--- src/design/dls_pkg.sv ---
// Shared constants, register map and helper functions for the line-side
// access device and its host-side controller.
// Assumes one 125 MHz clock shared by both ends of the link.
package dls_pkg;

  // Clock rate
  localparam int unsigned CLK_HZ = 125_000_000;

  // Device register offsets
  localparam logic [4:0] A_CTRL1 = 5'h01;
  localparam logic [4:0] A_CTRL2 = 5'h02;
  localparam logic [4:0] A_HOOK  = 5'h05;
  localparam logic [4:0] A_PWR   = 5'h06;
  localparam logic [4:0] A_SRATE = 5'h09;
  localparam logic [4:0] A_HOST_MODULE_REVISION  = 5'h0b;
  localparam logic [4:0] A_LSTAT = 5'h0c;
  localparam logic [4:0] A_LINE_CHIP_REVISION  = 5'h0d;
  localparam logic [4:0] A_VALID = 5'h0e;
  localparam logic [4:0] A_GAIN  = 5'h0f;
  localparam logic [4:0] A_TERM  = 5'h10;
  localparam logic [4:0] A_CAL   = 5'h11;
  localparam logic [4:0] A_FEAT  = 5'h12;
  localparam logic [4:0] A_MEAS  = 5'h13;
  localparam int unsigned NREG   = 20;

  // Field positions
  localparam int unsigned B_SR   = 7;
  localparam int unsigned B_DL   = 1;
  localparam int unsigned B_AL   = 3;
  localparam int unsigned B_HBE  = 1;
  localparam int unsigned B_RXE  = 0;
  localparam int unsigned B_OH   = 0;
  localparam int unsigned B_PDL  = 4;
  localparam int unsigned B_MANUAL_CAL_TRIGGER = 7;
  localparam int unsigned B_AUTOCAL_DISABLE = 6;

  // Reset values
  localparam logic [7:0] RST_CTRL2 = 8'h03;
  localparam logic [7:0] RST_PWR   = 8'h10;

  // Identification codes, values arbitrary
  localparam logic [3:0] REV_HOST_MOD = 4'h3;
  localparam logic [3:0] REV_LINE     = 4'h5;
  localparam logic       LINE_VARIANT = 1'b0;

  // Sample-period counts
  localparam logic [10:0] CAL_FRAMES     = 11'd512;
  localparam logic [10:0] OFFHOOK_FRAMES = 11'd1548;
  localparam logic [10:0] SETTLE_FRAMES  = OFFHOOK_FRAMES - CAL_FRAMES;

  // Times and derived cycle counts
  localparam int unsigned SAMPLE_HZ    = 8000;
  localparam int unsigned SAMPLE_CYC   = CLK_HZ / SAMPLE_HZ;
  localparam int unsigned LINK_TMO_MS  = 10;
  localparam int unsigned LINK_TMO_CYC = LINK_TMO_MS * (CLK_HZ / 1000);
  localparam int unsigned FDT_WAIT_MS  = 10;
  localparam int unsigned FDT_WAIT_CYC = FDT_WAIT_MS * (CLK_HZ / 1000);
  localparam int unsigned PDL_HOLD_MS  = 1;
  localparam int unsigned PDL_HOLD_CYC = PDL_HOLD_MS * (CLK_HZ / 1000);

  // Host controller register offsets
  localparam logic [1:0] H_CMD  = 2'h0;
  localparam logic [1:0] H_STAT = 2'h1;
  localparam logic [1:0] H_ACT  = 2'h2;

  // Writable bits of each device register
  function automatic logic [7:0] reg_mask(input logic [4:0] a);
    case (a)
      A_CTRL1: reg_mask = 8'h02;
      A_CTRL2: reg_mask = 8'h0b;
      A_HOOK:  reg_mask = 8'h09;
      A_PWR:   reg_mask = 8'h7b;
      A_SRATE: reg_mask = 8'h07;
      A_LINE_CHIP_REVISION:  reg_mask = 8'h03;
      A_VALID: reg_mask = 8'h07;
      A_GAIN:  reg_mask = 8'hff;
      A_TERM:  reg_mask = 8'hff;
      A_CAL:   reg_mask = 8'hfc;
      A_FEAT:  reg_mask = 8'hff;
      default: reg_mask = 8'h00;
    endcase
  endfunction

  // Reset value of each device register
  function automatic logic [7:0] reg_rst(input logic [4:0] a);
    case (a)
      A_CTRL2: reg_rst = RST_CTRL2;
      A_PWR:   reg_rst = RST_PWR;
      default: reg_rst = 8'h00;
    endcase
  endfunction

  // Address belongs to the defined map
  function automatic logic in_map(input logic [4:0] a);
    in_map = (reg_mask(a) != 8'h00) || (a == A_HOST_MODULE_REVISION) || (a == A_LSTAT) || (a == A_MEAS);
  endfunction

  // Filter path loss of about 0.9 dB
  function automatic logic [15:0] atten(input logic [15:0] x);
    logic signed [15:0] s;
    s = x;
    atten = 16'(s - (s >>> 3) + (s >>> 5));
  endfunction

endpackage

--- src/design/dls_link_if.sv ---
// Isolation link between the host controller and the line-side device.
// Both ends run on the same clock; the bench joins the modports.
interface dls_link_if;
  logic        frame_strobe;
  logic [15:0] sin_data;
  logic [15:0] sout_data;
  logic        sec_req;
  logic        sec_wr;
  logic [4:0]  sec_addr;
  logic [7:0]  sec_wdata;
  logic [7:0]  sec_rdata;
  logic        sec_ack;
  logic        sec_seen;

  modport dev (
    output frame_strobe, sout_data, sec_rdata, sec_ack, sec_seen,
    input  sin_data, sec_req, sec_wr, sec_addr, sec_wdata
  );

  modport host (
    input  frame_strobe, sout_data, sec_rdata, sec_ack, sec_seen,
    output sin_data, sec_req, sec_wr, sec_addr, sec_wdata
  );
endinterface

--- src/design/dls_device.sv ---
// Line-side access device: register map, link bring-up, calibration,
// loopback test modes and status reporting over secondary frames.
// Assumes the host end keeps its own sequencing duties; line pins are async.
module dls_device #(
  parameter int unsigned SAMPLE_CYC   = dls_pkg::SAMPLE_CYC,
  parameter int unsigned LINK_TMO_CYC = dls_pkg::LINK_TMO_CYC
) (
  // Clock and reset
  input  wire logic        i_ref_clk,
  input  wire logic        i_rst,
  // Link to the host end
  dls_link_if.dev          lnk,
  // Line-side pins
  input  wire logic        i_line_alive,
  input  wire logic        i_line_present,
  input  wire logic [4:0]  i_line_level,
  input  wire logic [15:0] i_line_rx,
  output logic      [15:0] o_line_tx,
  output logic             o_line_pwr_en,
  output logic             o_offhook,
  output logic             o_echo_loop,
  output logic             o_cal_active
);

  typedef enum logic [2:0] {
    C_IDLE   = 3'b001,
    C_SETTLE = 3'b010,
    C_RUN    = 3'b100
  } dls_cal_t;

  typedef struct packed {
    logic [dls_pkg::NREG-1:0][7:0] regs;
    logic [15:0]                   tick_cnt;
    logic [20:0]                   est_cnt;
    logic                          link_up;
    logic                          cle;
    dls_cal_t                      cal;
    logic [10:0]                   cal_cnt;
    logic                          oh_prev;
    logic                          pres_prev;
    logic                          manual_cal_trigger_prev;
    logic                          alive_m;
    logic                          alive_s;
    logic                          pres_m;
    logic                          pres_s;
    logic [4:0]                    lvl_m;
    logic [4:0]                    lvl_s;
    logic [15:0]                   rx_m;
    logic [15:0]                   rx_s;
    logic                          frame;
    logic [15:0]                   sout;
    logic [7:0]                    rdata;
    logic                          ack;
    logic                          seen;
    logic [15:0]                   line_tx;
  } dls_dev_st_t;

  dls_dev_st_t st_q;
  dls_dev_st_t st_d;

  logic tick;
  logic line_side_powerdown;
  logic oh;
  logic autocal_disable;
  logic manual_cal_trigger;
  logic establishing;
  logic link_frame_seen;

  // Decode of control bits and link state
  assign tick         = (st_q.tick_cnt == 16'(SAMPLE_CYC - 1));
  assign line_side_powerdown          = st_q.regs[dls_pkg::A_PWR][dls_pkg::B_PDL];
  assign oh           = st_q.regs[dls_pkg::A_HOOK][dls_pkg::B_OH];
  assign autocal_disable         = st_q.regs[dls_pkg::A_CAL][dls_pkg::B_AUTOCAL_DISABLE];
  assign manual_cal_trigger         = st_q.regs[dls_pkg::A_CAL][dls_pkg::B_MANUAL_CAL_TRIGGER];
  assign establishing = !line_side_powerdown && !st_q.link_up && !st_q.cle;
  assign link_frame_seen          = st_q.link_up && (!oh || st_q.pres_s);

  // Next-state logic
  always_comb
  begin
    logic [7:0] rv;
    logic [7:0] wm;
    rv = 8'h00;
    wm = dls_pkg::reg_mask(lnk.sec_addr);
    st_d = st_q;
    st_d.ack = 1'b0;
    st_d.frame = 1'b0;

    // Two-stage synchronisers on the line pins
    st_d.alive_m = i_line_alive;
    st_d.alive_s = st_q.alive_m;
    st_d.pres_m  = i_line_present;
    st_d.pres_s  = st_q.pres_m;
    st_d.lvl_m   = i_line_level;
    st_d.lvl_s   = st_q.lvl_m;
    st_d.rx_m    = i_line_rx;
    st_d.rx_s    = st_q.rx_m;

    // Sample-period timebase
    st_d.tick_cnt = tick ? 16'h0000 : st_q.tick_cnt + 16'h0001;

    // Link bring-up and supervision
    if (line_side_powerdown)
    begin
      st_d.link_up = 1'b0;
      st_d.est_cnt = 21'h000000;
      st_d.cle     = 1'b0;
    end
    else if (establishing)
    begin
      st_d.est_cnt = st_q.est_cnt + 21'h000001;
      if (st_q.alive_s)
        st_d.link_up = 1'b1;
      else if (st_q.est_cnt == 21'(LINK_TMO_CYC - 1))
        st_d.cle = 1'b1;
    end
    else if (st_q.link_up && !st_q.alive_s)
    begin
      st_d.link_up = 1'b0;
      st_d.cle     = 1'b1;
    end

    // Calibration sequencer, counted in sample periods
    st_d.oh_prev   = oh;
    st_d.pres_prev = st_q.pres_s;
    st_d.manual_cal_trigger_prev = manual_cal_trigger;
    case (st_q.cal)
      C_IDLE:
        st_d.cal = C_IDLE;
      C_SETTLE:
        if (tick)
        begin
          if (st_q.cal_cnt == dls_pkg::SETTLE_FRAMES - 11'd1)
          begin
            st_d.cal     = C_RUN;
            st_d.cal_cnt = 11'h000;
          end
          else
            st_d.cal_cnt = st_q.cal_cnt + 11'h001;
        end
      C_RUN:
        if (tick)
        begin
          if (st_q.cal_cnt == dls_pkg::CAL_FRAMES - 11'd1)
            st_d.cal = C_IDLE;
          else
            st_d.cal_cnt = st_q.cal_cnt + 11'h001;
        end
      default:
        st_d.cal = C_IDLE;
    endcase
    if (!autocal_disable && oh && (!st_q.oh_prev || (st_q.pres_prev && !st_q.pres_s)))
    begin
      st_d.cal     = C_SETTLE;
      st_d.cal_cnt = 11'h000;
    end
    else if (autocal_disable && manual_cal_trigger && !st_q.manual_cal_trigger_prev)
    begin
      st_d.cal     = C_RUN;
      st_d.cal_cnt = 11'h000;
    end

    // Read view of the map; line status masked while frames unseen
    case (lnk.sec_addr)
      dls_pkg::A_HOST_MODULE_REVISION:
        rv = {4'h0, dls_pkg::REV_HOST_MOD};
      dls_pkg::A_LSTAT:
        rv = {st_q.cle, link_frame_seen, 2'b00, link_frame_seen ? st_q.lvl_s[4:1] : 4'h0};
      dls_pkg::A_LINE_CHIP_REVISION:
        rv = {1'b0, link_frame_seen & dls_pkg::LINE_VARIANT, link_frame_seen ? dls_pkg::REV_LINE : 4'h0,
              st_q.regs[dls_pkg::A_LINE_CHIP_REVISION][1:0]};
      dls_pkg::A_MEAS:
        rv = {link_frame_seen ? st_q.lvl_s : 5'h00, 3'b000};
      default:
        rv = st_q.regs[lnk.sec_addr] & wm;
    endcase

    // Frame slot: strobe, data paths and one secondary transfer
    if (tick && !establishing)
    begin
      st_d.frame = 1'b1;
      st_d.seen  = link_frame_seen;
      if (st_q.regs[dls_pkg::A_CTRL2][dls_pkg::B_AL])
        st_d.line_tx = st_q.rx_s;
      else
        st_d.line_tx = lnk.sin_data;
      if (line_side_powerdown)
        st_d.sout = dls_pkg::atten(lnk.sin_data);
      else if (!link_frame_seen || !st_q.regs[dls_pkg::A_CTRL2][dls_pkg::B_RXE])
        st_d.sout = 16'h0000;
      else if (st_q.regs[dls_pkg::A_CTRL1][dls_pkg::B_DL])
        st_d.sout = dls_pkg::atten(lnk.sin_data);
      else if (!st_q.regs[dls_pkg::A_CTRL2][dls_pkg::B_HBE])
        st_d.sout = 16'({st_q.rx_s[15], st_q.rx_s[15:1]} + {lnk.sin_data[15], lnk.sin_data[15:1]});
      else
        st_d.sout = st_q.rx_s;
      if (lnk.sec_req)
      begin
        st_d.ack = 1'b1;
        if (!lnk.sec_wr)
          st_d.rdata = rv;
        else if (lnk.sec_addr == dls_pkg::A_CTRL1 && lnk.sec_wdata[dls_pkg::B_SR])
        begin
          for (int i = 0; i < dls_pkg::NREG; i++)
            st_d.regs[i] = dls_pkg::reg_rst(5'(i));
        end
        else if (wm != 8'h00)
          st_d.regs[lnk.sec_addr] = (st_q.regs[lnk.sec_addr] & ~wm) | (lnk.sec_wdata & wm);
      end
    end
  end

  // State register
  always_ff @(posedge i_ref_clk or posedge i_rst)
  begin
    if (i_rst)
    begin
      st_q <= '0;
      st_q.cal <= C_IDLE;
      st_q.regs[dls_pkg::A_CTRL2] <= dls_pkg::RST_CTRL2;
      st_q.regs[dls_pkg::A_PWR] <= dls_pkg::RST_PWR;
    end
    else
    begin
      st_q <= st_d;
    end
  end

  // Link and line outputs
  assign lnk.frame_strobe = st_q.frame;
  assign lnk.sout_data    = st_q.sout;
  assign lnk.sec_rdata    = st_q.rdata;
  assign lnk.sec_ack      = st_q.ack;
  assign lnk.sec_seen     = st_q.seen;
  assign o_line_tx        = st_q.line_tx;
  assign o_line_pwr_en    = !line_side_powerdown;
  assign o_offhook        = oh && !line_side_powerdown;
  assign o_echo_loop      = st_q.regs[dls_pkg::A_CTRL2][dls_pkg::B_AL];
  assign o_cal_active     = (st_q.cal != C_IDLE);

endmodule

--- src/flat_wrapper.sv ---
// flat-port wrapper written by rule: the top's interface ports become plain ports
module dls_device_flat 
#(
  parameter int unsigned SAMPLE_CYC   = dls_pkg::SAMPLE_CYC,
  parameter int unsigned LINK_TMO_CYC = dls_pkg::LINK_TMO_CYC
)
  (i_ref_clk, i_rst, i_line_alive, i_line_present, i_line_level, i_line_rx, o_line_tx, o_line_pwr_en, o_offhook, o_echo_loop, o_cal_active, lnk_frame_strobe, lnk_sout_data, lnk_sec_rdata, lnk_sec_ack, lnk_sec_seen, lnk_sin_data, lnk_sec_req, lnk_sec_wr, lnk_sec_addr, lnk_sec_wdata);
  dls_link_if lnk_i ();
  input  wire logic i_ref_clk;
  input  wire logic i_rst;
  input  wire logic i_line_alive;
  input  wire logic i_line_present;
  input  wire logic [4:0] i_line_level;
  input  wire logic [15:0] i_line_rx;
  output logic      [15:0] o_line_tx;
  output logic o_line_pwr_en;
  output logic o_offhook;
  output logic o_echo_loop;
  output logic o_cal_active;
  output wire logic [$bits(lnk_i.frame_strobe)-1:0] lnk_frame_strobe;
  output wire logic [$bits(lnk_i.sout_data)-1:0] lnk_sout_data;
  output wire logic [$bits(lnk_i.sec_rdata)-1:0] lnk_sec_rdata;
  output wire logic [$bits(lnk_i.sec_ack)-1:0] lnk_sec_ack;
  output wire logic [$bits(lnk_i.sec_seen)-1:0] lnk_sec_seen;
  input wire logic [$bits(lnk_i.sin_data)-1:0] lnk_sin_data;
  input wire logic [$bits(lnk_i.sec_req)-1:0] lnk_sec_req;
  input wire logic [$bits(lnk_i.sec_wr)-1:0] lnk_sec_wr;
  input wire logic [$bits(lnk_i.sec_addr)-1:0] lnk_sec_addr;
  input wire logic [$bits(lnk_i.sec_wdata)-1:0] lnk_sec_wdata;
  assign lnk_frame_strobe = lnk_i.frame_strobe;
  assign lnk_sout_data = lnk_i.sout_data;
  assign lnk_sec_rdata = lnk_i.sec_rdata;
  assign lnk_sec_ack = lnk_i.sec_ack;
  assign lnk_sec_seen = lnk_i.sec_seen;
  assign lnk_i.sin_data = lnk_sin_data;
  assign lnk_i.sec_req = lnk_sec_req;
  assign lnk_i.sec_wr = lnk_sec_wr;
  assign lnk_i.sec_addr = lnk_sec_addr;
  assign lnk_i.sec_wdata = lnk_sec_wdata;
  dls_device #(.SAMPLE_CYC(SAMPLE_CYC), .LINK_TMO_CYC(LINK_TMO_CYC)) u_core (.i_ref_clk(i_ref_clk), .i_rst(i_rst), .lnk(lnk_i), .i_line_alive(i_line_alive), .i_line_present(i_line_present), .i_line_level(i_line_level), .i_line_rx(i_line_rx), .o_line_tx(o_line_tx), .o_line_pwr_en(o_line_pwr_en), .o_offhook(o_offhook), .o_echo_loop(o_echo_loop), .o_cal_active(o_cal_active));
endmodule
--- config.mk ---
export PLATFORM = sky130hd
export DESIGN_NAME = dls_device_flat
export DESIGN_NICKNAME = d
export VERILOG_FILES = /design/src/design/dls_pkg.sv /design/src/design/dls_link_if.sv /design/src/design/dls_device.sv /design/src/flat_wrapper.sv
export SDC_FILE = /design/constraint.sdc
export NUM_CORES = 1
export LEC_CHECK = 0
export BUFFER_PORTS_ARGS = -buffer_cell sky130_fd_sc_hd__buf_2
export CORE_MARGIN = 4
export CORE_UTILIZATION = 51
export CTS_CLUSTER_SIZE = 25
export DETAILED_ROUTE_END_ITERATION = 10
export HOLD_SLACK_MARGIN = 0.15
export PLACE_DENSITY = 0.69
export SLEW_MARGIN = 25
export SYNTH_ARGS = -nofsm -noshare
export SYNTH_HDL_FRONTEND = slang
export SYNTH_SLANG_ARGS = --single-unit
--- constraint.sdc ---
create_clock -name i_ref_clk -period 11.7 [get_ports i_ref_clk]
set_clock_uncertainty 0.1 [all_clocks]
set_input_delay 0.585 -clock i_ref_clk [delete_from_list [all_inputs] [get_ports i_ref_clk]]
set_output_delay 0.585 -clock i_ref_clk [all_outputs]
set_load 0.02 [all_outputs]
# Word level (Yosys, flattened, before mapping)
# Memory sizes are Yosys's and may differ from the RTL's.
# Index checks and enable logic that the tools add are counted.
# Widths: inputs -> output; s select.
[totals] ramBits=0 mem_bits_ro=256 word_cells=154 n_memories=1 latch_bits=0 regBits=305 out_inout_bits=47
[op_classes] shift=0 n_mul=0 div_mod_pow=0 magnitude_cmp=2 n_bitwise=6 eq_ne=20 n_reduce_logical=39 n_addsub=6 mux=37
[memory_table] memory="(name not given)" depth=32 word_bits=8 rd=1 rd_ports_with_merged_regs=0 write_ports=0 line_no="dls_pkg.sv:68" text="case (a)"
[op_table] op="$mux 160" count=2
[op_table] op="$bwmux 160" count=1
[op_table] op="$mux 16" count=6
[op_table] op="$mux 14" count=4
[op_table] op="$mux 43" count=1
[op_table] op="$bmux 8 s5" count=1
[op_table] op="$demux 8 s5" count=1
[op_table] op="$pmux 8 s4" count=1
[op_table] op="$and 8x8->8" count=3
[op_table] op="$mux 8" count=3
[op_table] op="$mux 23" count=1
[op_table] op="$mux 11" count=2
[op_table] op="$pmux 11 s2" count=1
[op_table] op="$add 21x1->21 const B" count=1
[op_table] op="$eq 21x21->1 const B" count=1
[op_table] op="$mux 21" count=1
[op_table] op="$add 15x15->16" count=1
[op_table] op="$add 16x1->16 const B" count=1
[op_table] op="$add 16x11->16" count=1
[op_table] op="$eq 16x14->1 const B" count=1
[op_table] op="$ne 4x1->1 const B" count=4
[op_table] op="$sub 16x13->16" count=1
[op_table] op="$eq 5x4->1 const B" count=3
[op_table] op="$logic_and 1x1->1" count=13
[op_table] op="other kinds (31)" count=55

# Logic depth before layout (Yosys ltp)
[logic_depth] word_depth=8 ltp_mapped=16

# Worst setup path after synthesis
# OpenSTA, ideal clock, no wires.
[synth_timing] kind="input-to-reg" start="input port lnk_sec_addr[1]" end="register u_core.st_q[168] (netlist name)" n_path_buf=6 t_required_ns=11.477 t_arrival_ns=3.078 setup_time_ns=0.123 cell_stages=15 path_slack_ns=8.399 cell_sequence="buf_4 buf_6 buf_4 buf_4 inv_1 ha_1 nor2b_2 and3_1 buf_2 nor4b_4 nor2_8 buf_6 and3_4 nand2_1 o21ai_1"
[synth_between] elab_chain_cells=7 word_cells_on_any_way=20 cone_classes="order compare (2); eq/ne (1); mux (7); bitwise (4); reduce/logical (5); memory (1)"
[synth_rtl] element="from (decl)" line_no="flat_wrapper.sv:28" text="input wire logic [$bits(lnk_i.sec_addr)-1:0] lnk_sec_addr;"
[synth_rtl] element="$lt 5x6->1 (implied by the code), or another cell as far along" line_no="dls_device.sv:208" text="st_d.regs[lnk.sec_addr] = (st_q.regs[lnk.sec_addr] & ~wm) | (lnk.sec_wdata & wm);"
[synth_rtl] element="$logic_and 1x1->1 (implied by the code), or another cell as far along" line_no="dls_device.sv:208"
[synth_rtl] element="$mux 8 (implied by the code) or $and 8x8->8 (tied branches)" line_no="dls_device.sv:208"
[synth_rtl] element="$demux 8 s5 or $or 8x8->8 (tied branches)"
[synth_rtl] element="$bwmux 160" line_no="dls_device.sv:208"
[synth_rtl] element="$mux 160" line_no="dls_device.sv:207" text="else if (wm != 8'h00)"
[synth_rtl] element="$mux 160" line_no="dls_device.sv:202" text="else if (lnk.sec_addr == dls_pkg::A_CTRL1 && lnk.sec_wdata[dls_pkg::B_SR])"
[synth_rtl] element="to (signal assigned)" line_no="dls_device.sv:225" text="st_q <= st_d;"
[synth_rtl] element="to (decl)" line_no="dls_device.sv:58" text="dls_dev_st_t st_q;"
# Parallel ways exist; a longest one is shown, timed or not. The select of a mux whose other input is x is not followed.
# A chain may end at the register's enable or synchronous reset.

# Worst setup path after layout
[layout_timing] start="input port lnk_sec_addr[0]" end="register u_core.st_q, in the netlist u_core.line_side_powerdown"
# Same word-level chain as after synthesis.

==> impl_metrics.tcl <==
set metrics [dict create \
    drtIter0Drc 1188 \
    setup_violations 0 \
    cpPeakStageDelay_ps 610 \
    cts_tree "yes" \
    whs_ps 148 \
    startpoint_type "primary input" \
    cts_root_buffer "clkbuf_16" \
    cts-resized-gates 0 \
    fin_setup_tns_ps 0 \
    path_buf_inv 2 \
    place.port_buffers 102 \
    power_density_nw_per_um2 134 \
    critPathSlowestCell "buf_4" \
    crit_arrival_ps 4280 \
    sw_frac_of_total_pct 24.9 \
    required_ps 12020 \
    max_freq_mhz 253 \
    ys_seq_elements 305 \
    avgViaCountPerCell 6.13 \
    syn2layout_area_growth_pct 10.1 \
    drtPass1Iterations 6 \
    wire_per_inst_um 20.5 \
    r2r_end "u_core.st_q[162]$_DFFE_PP1P_" \
    status "completed" \
    endpoint_kind "flip-flop" \
    grt_max_degree 127 \
    pin_count 103 \
    fin_crit_ps 3960 \
    fin_nets 1754 \
    die_h_um 188 \
    power_switching_uw 607 \
    post-dp-hpwl_mm 28.6 \
    p_seq_share_pct 44.0 \
    synth_edf_count 0 \
    hp-class "in2async" \
    h-tree-depth 2 \
    layout_commonest_cell "dfrtp_1" \
    path_delay_family "simple AND/OR/NAND/NOR gates" \
    synthFlopType "dfrtp_1" \
    rows 65 \
    tightest_slew_ps 961 \
    fill_cells 2777 \
    drv_slew 0 \
    cts.sinks 305 \
    ys_seq_area_share_pct 46.3 \
    design_area_um2 18200 \
    yosysWarningCount 0 \
    worst_skew_pair.late_latency_ps 520 \
    post-place-ws_ps 7230 \
    synth_nets 1709 \
    synthCells 1600 \
    antenna_found_initial 3 \
    crit_chain "buf_2 -> buf_4 -> ha_1 -> nor2b_2 -> and3_1 -> nor4b_4 -> nor2_8 -> nand4_1 -> a21bo_2 -> o21ai_0" \
    maxCapViolations 0 \
    placed_cell_area_um2 16700 \
    grt_pass1_vias 12400 \
    ff2ff_path_depth 7 \
    hold_violations 0 \
    power.internal_uw 1830 \
    path_clk_slew_ps 60 \
    wl_mm 42.5 \
    clock_path_buffers 3 \
    crit_type "in2reg" \
    mostFrequentLayoutCells "301 x dfrtp_1, 191 x nand3_1, 185 x o21ai_0, 106 x nand2_1, 102 x buf_2" \
    die-area_um2 35300 \
    p_leak_uw 0.00805 \
    gp_congestion 0.903 \
    finalCritPeriodShare_pct 33.8 \
    rsz0062_at_grt "no" \
    cts-buffers-inserted 36 \
    synth.distinct_cells 87 \
    overflow 0 \
    grt_first_pass_wirelength_mm 69.0 \
    finalPower_uw 2440 \
    crit_path_max_fanout 45 \
    via_count 12700 \
    combPwrFrac_pct 10.2 \
    drc_errors 0 \
    postRouteAntennaNets 0 \
    ir_drop_uv 118 \
    die_w_um 188 \
    grt_util_all_layers_pct 24.0 \
    async_flop_share_pct 100 \
    slew_headroom_pct 34.7 \
    synth_area_um2 16500 \
    drive_above_1_share_pct 15.4 \
    setup_ws_ps 7740 \
    start_util_pct 52.0 \
    r2r-start "u_core.st_q[134]$_DFF_PP0_" \
    clock_power_share_pct 45.9 \
    core_um2 31700 \
    r2r_slack_ps 8180 \
    avgSynthCellArea_um2 10.3 \
]
repair_timing:
item                                   CTS  global route
endpoints found under the hold margin   23             0
setup buffers                            0             0
hold buffers                            23             0
setup endpoints to repair                0             0
final cells by class:
type | count | area, um^2 | area share (%)
multi-input combinational | 1107 | 7770 | 42.8
sequential | 305 | 7640 | 42.1
clock buffer | 43 | 957 | 5.27
timing repair buffer | 139 | 853 | 4.70
tap | 402 | 503 | 2.77
inverter | 56 | 218 | 1.20
clock inverter | 17 | 215 | 1.19
antenna | 1 | 2.50 | 0.0138
flip-flops by register name, indices dropped and copies added, names as in the netlist:
signal                      count
u_core.lnk.sec_rdata            8
u_core.lnk.frame_strobe         1
u_core.lnk.sec_seen             1
u_core.autocal_disable          1
u_core.st_q                   233
u_core.manual_cal_trigger       1
u_core.line_side_powerdown      1
u_core.lnk.sout_data           16
u_core.o_echo_loop              1
u_core.oh                       1
u_core.st_d                    24
u_core.lnk.sec_ack              1
u_core.o_line_tx               16
how the worst max path moves through the flow:
stage	cells past startpoint	end	slack, ps	startpoint
floorplan	1	u_core.autocal_disable$_DFFE_PP0P_	2590	i_rst
global placement	9	u_core.st_q[227]$_DFFE_PP0P_	7330	lnk_sec_addr[0]
detailed placement	10	u_core.line_side_powerdown$_DFFE_PP1P_	7230	lnk_sec_addr[0]
CTS	10	u_core.line_side_powerdown$_DFFE_PP1P_	7780	lnk_sec_addr[0]
global route	10	u_core.line_side_powerdown$_DFFE_PP1P_	7460	lnk_sec_addr[0]
finish	10	u_core.line_side_powerdown$_DFFE_PP1P_	7740	lnk_sec_addr[0]
power by group through the flow:
stage	logic [uW]	clock network, uW	registers [uW]
2_1_floorplan	182	0	1090
3_3_place_gp	234	0	1090
3_5_place_dp	237	0	1090
4_1_cts	245	1140	1070
5_1_grt	275	1180	1070
6_report	248	1120	1070
stage by stage:
step                util [%]  instances
global placement        52.7       1986
CTS                     57.2       2069
detailed placement      52.8       1986
global route            57.2       2070
finish                  57.2       2070
floorplan                  -       1600
cells by family (layout without fill, tap and decap cells):
kind of cell | Yosys count | in the layout | share of synthesized area (%)
simple gates | 543 | 543 | 17.0
compound gates | 369 | 369 | 13.6
xor+xnor | 56 | 56 | 2.98
fa+ha+maj | 53 | 53 | 4.62
buf+inv | 188 | 255 | 6.69
flops | 305 | 305 | 46.3
other cells | 0 | 1 | 0
mux | 86 | 86 | 8.81
Yosys cell counts, types with 5 or more instances:
cell	count	area, um^2
or2_2	6	37.5
nor2b_1	13	81.3
o21a_1	8	60.1
nand3_2	6	60.1
a21oi_1	38	190
a31oi_1	10	62.6
o211ai_1	5	37.5
xnor2_1	22	193
dfrtp_1	301	7530
o21ai_0	185	926
o31ai_1	13	97.6
a2111oi_0	5	43.8
nand2_1	106	398
and2_1	7	43.8
nor4b_1	7	61.3
a211oi_1	13	97.6
and4_1	6	52.6
clkbuf_1	29	109
nand2b_1	15	93.8
buf_4	51	383
xor2_1	34	298
nor2_1	90	338
nand4_1	16	100
o21ai_2	16	140
nor4_1	6	37.5
o22ai_1	7	43.8
a21o_1	11	82.6
fa_1	13	260
and3_1	17	106
o21ai_1	23	115
buf_2	25	125
mux4_1	20	526
inv_1	56	210
nor3_1	19	95.1
nand3_1	192	961
or3_1	10	62.6
buf_6	16	180
ha_1	40	500
mux2i_1	43	430
mux4_2	18	405
metal layers:
metal / wire (um) / vias to the layer above / track usage, %
met5: 21 / - / 0
met4: 1030 / 4 / 6.75
met3: 3140 / 81 / 3.57
met2: 19600 / 493 / 37.5
met1: 18700 / 6295 / 35.4
li1: - / 5826 / -
Note: power is estimated with default switching activity, not from simulation.
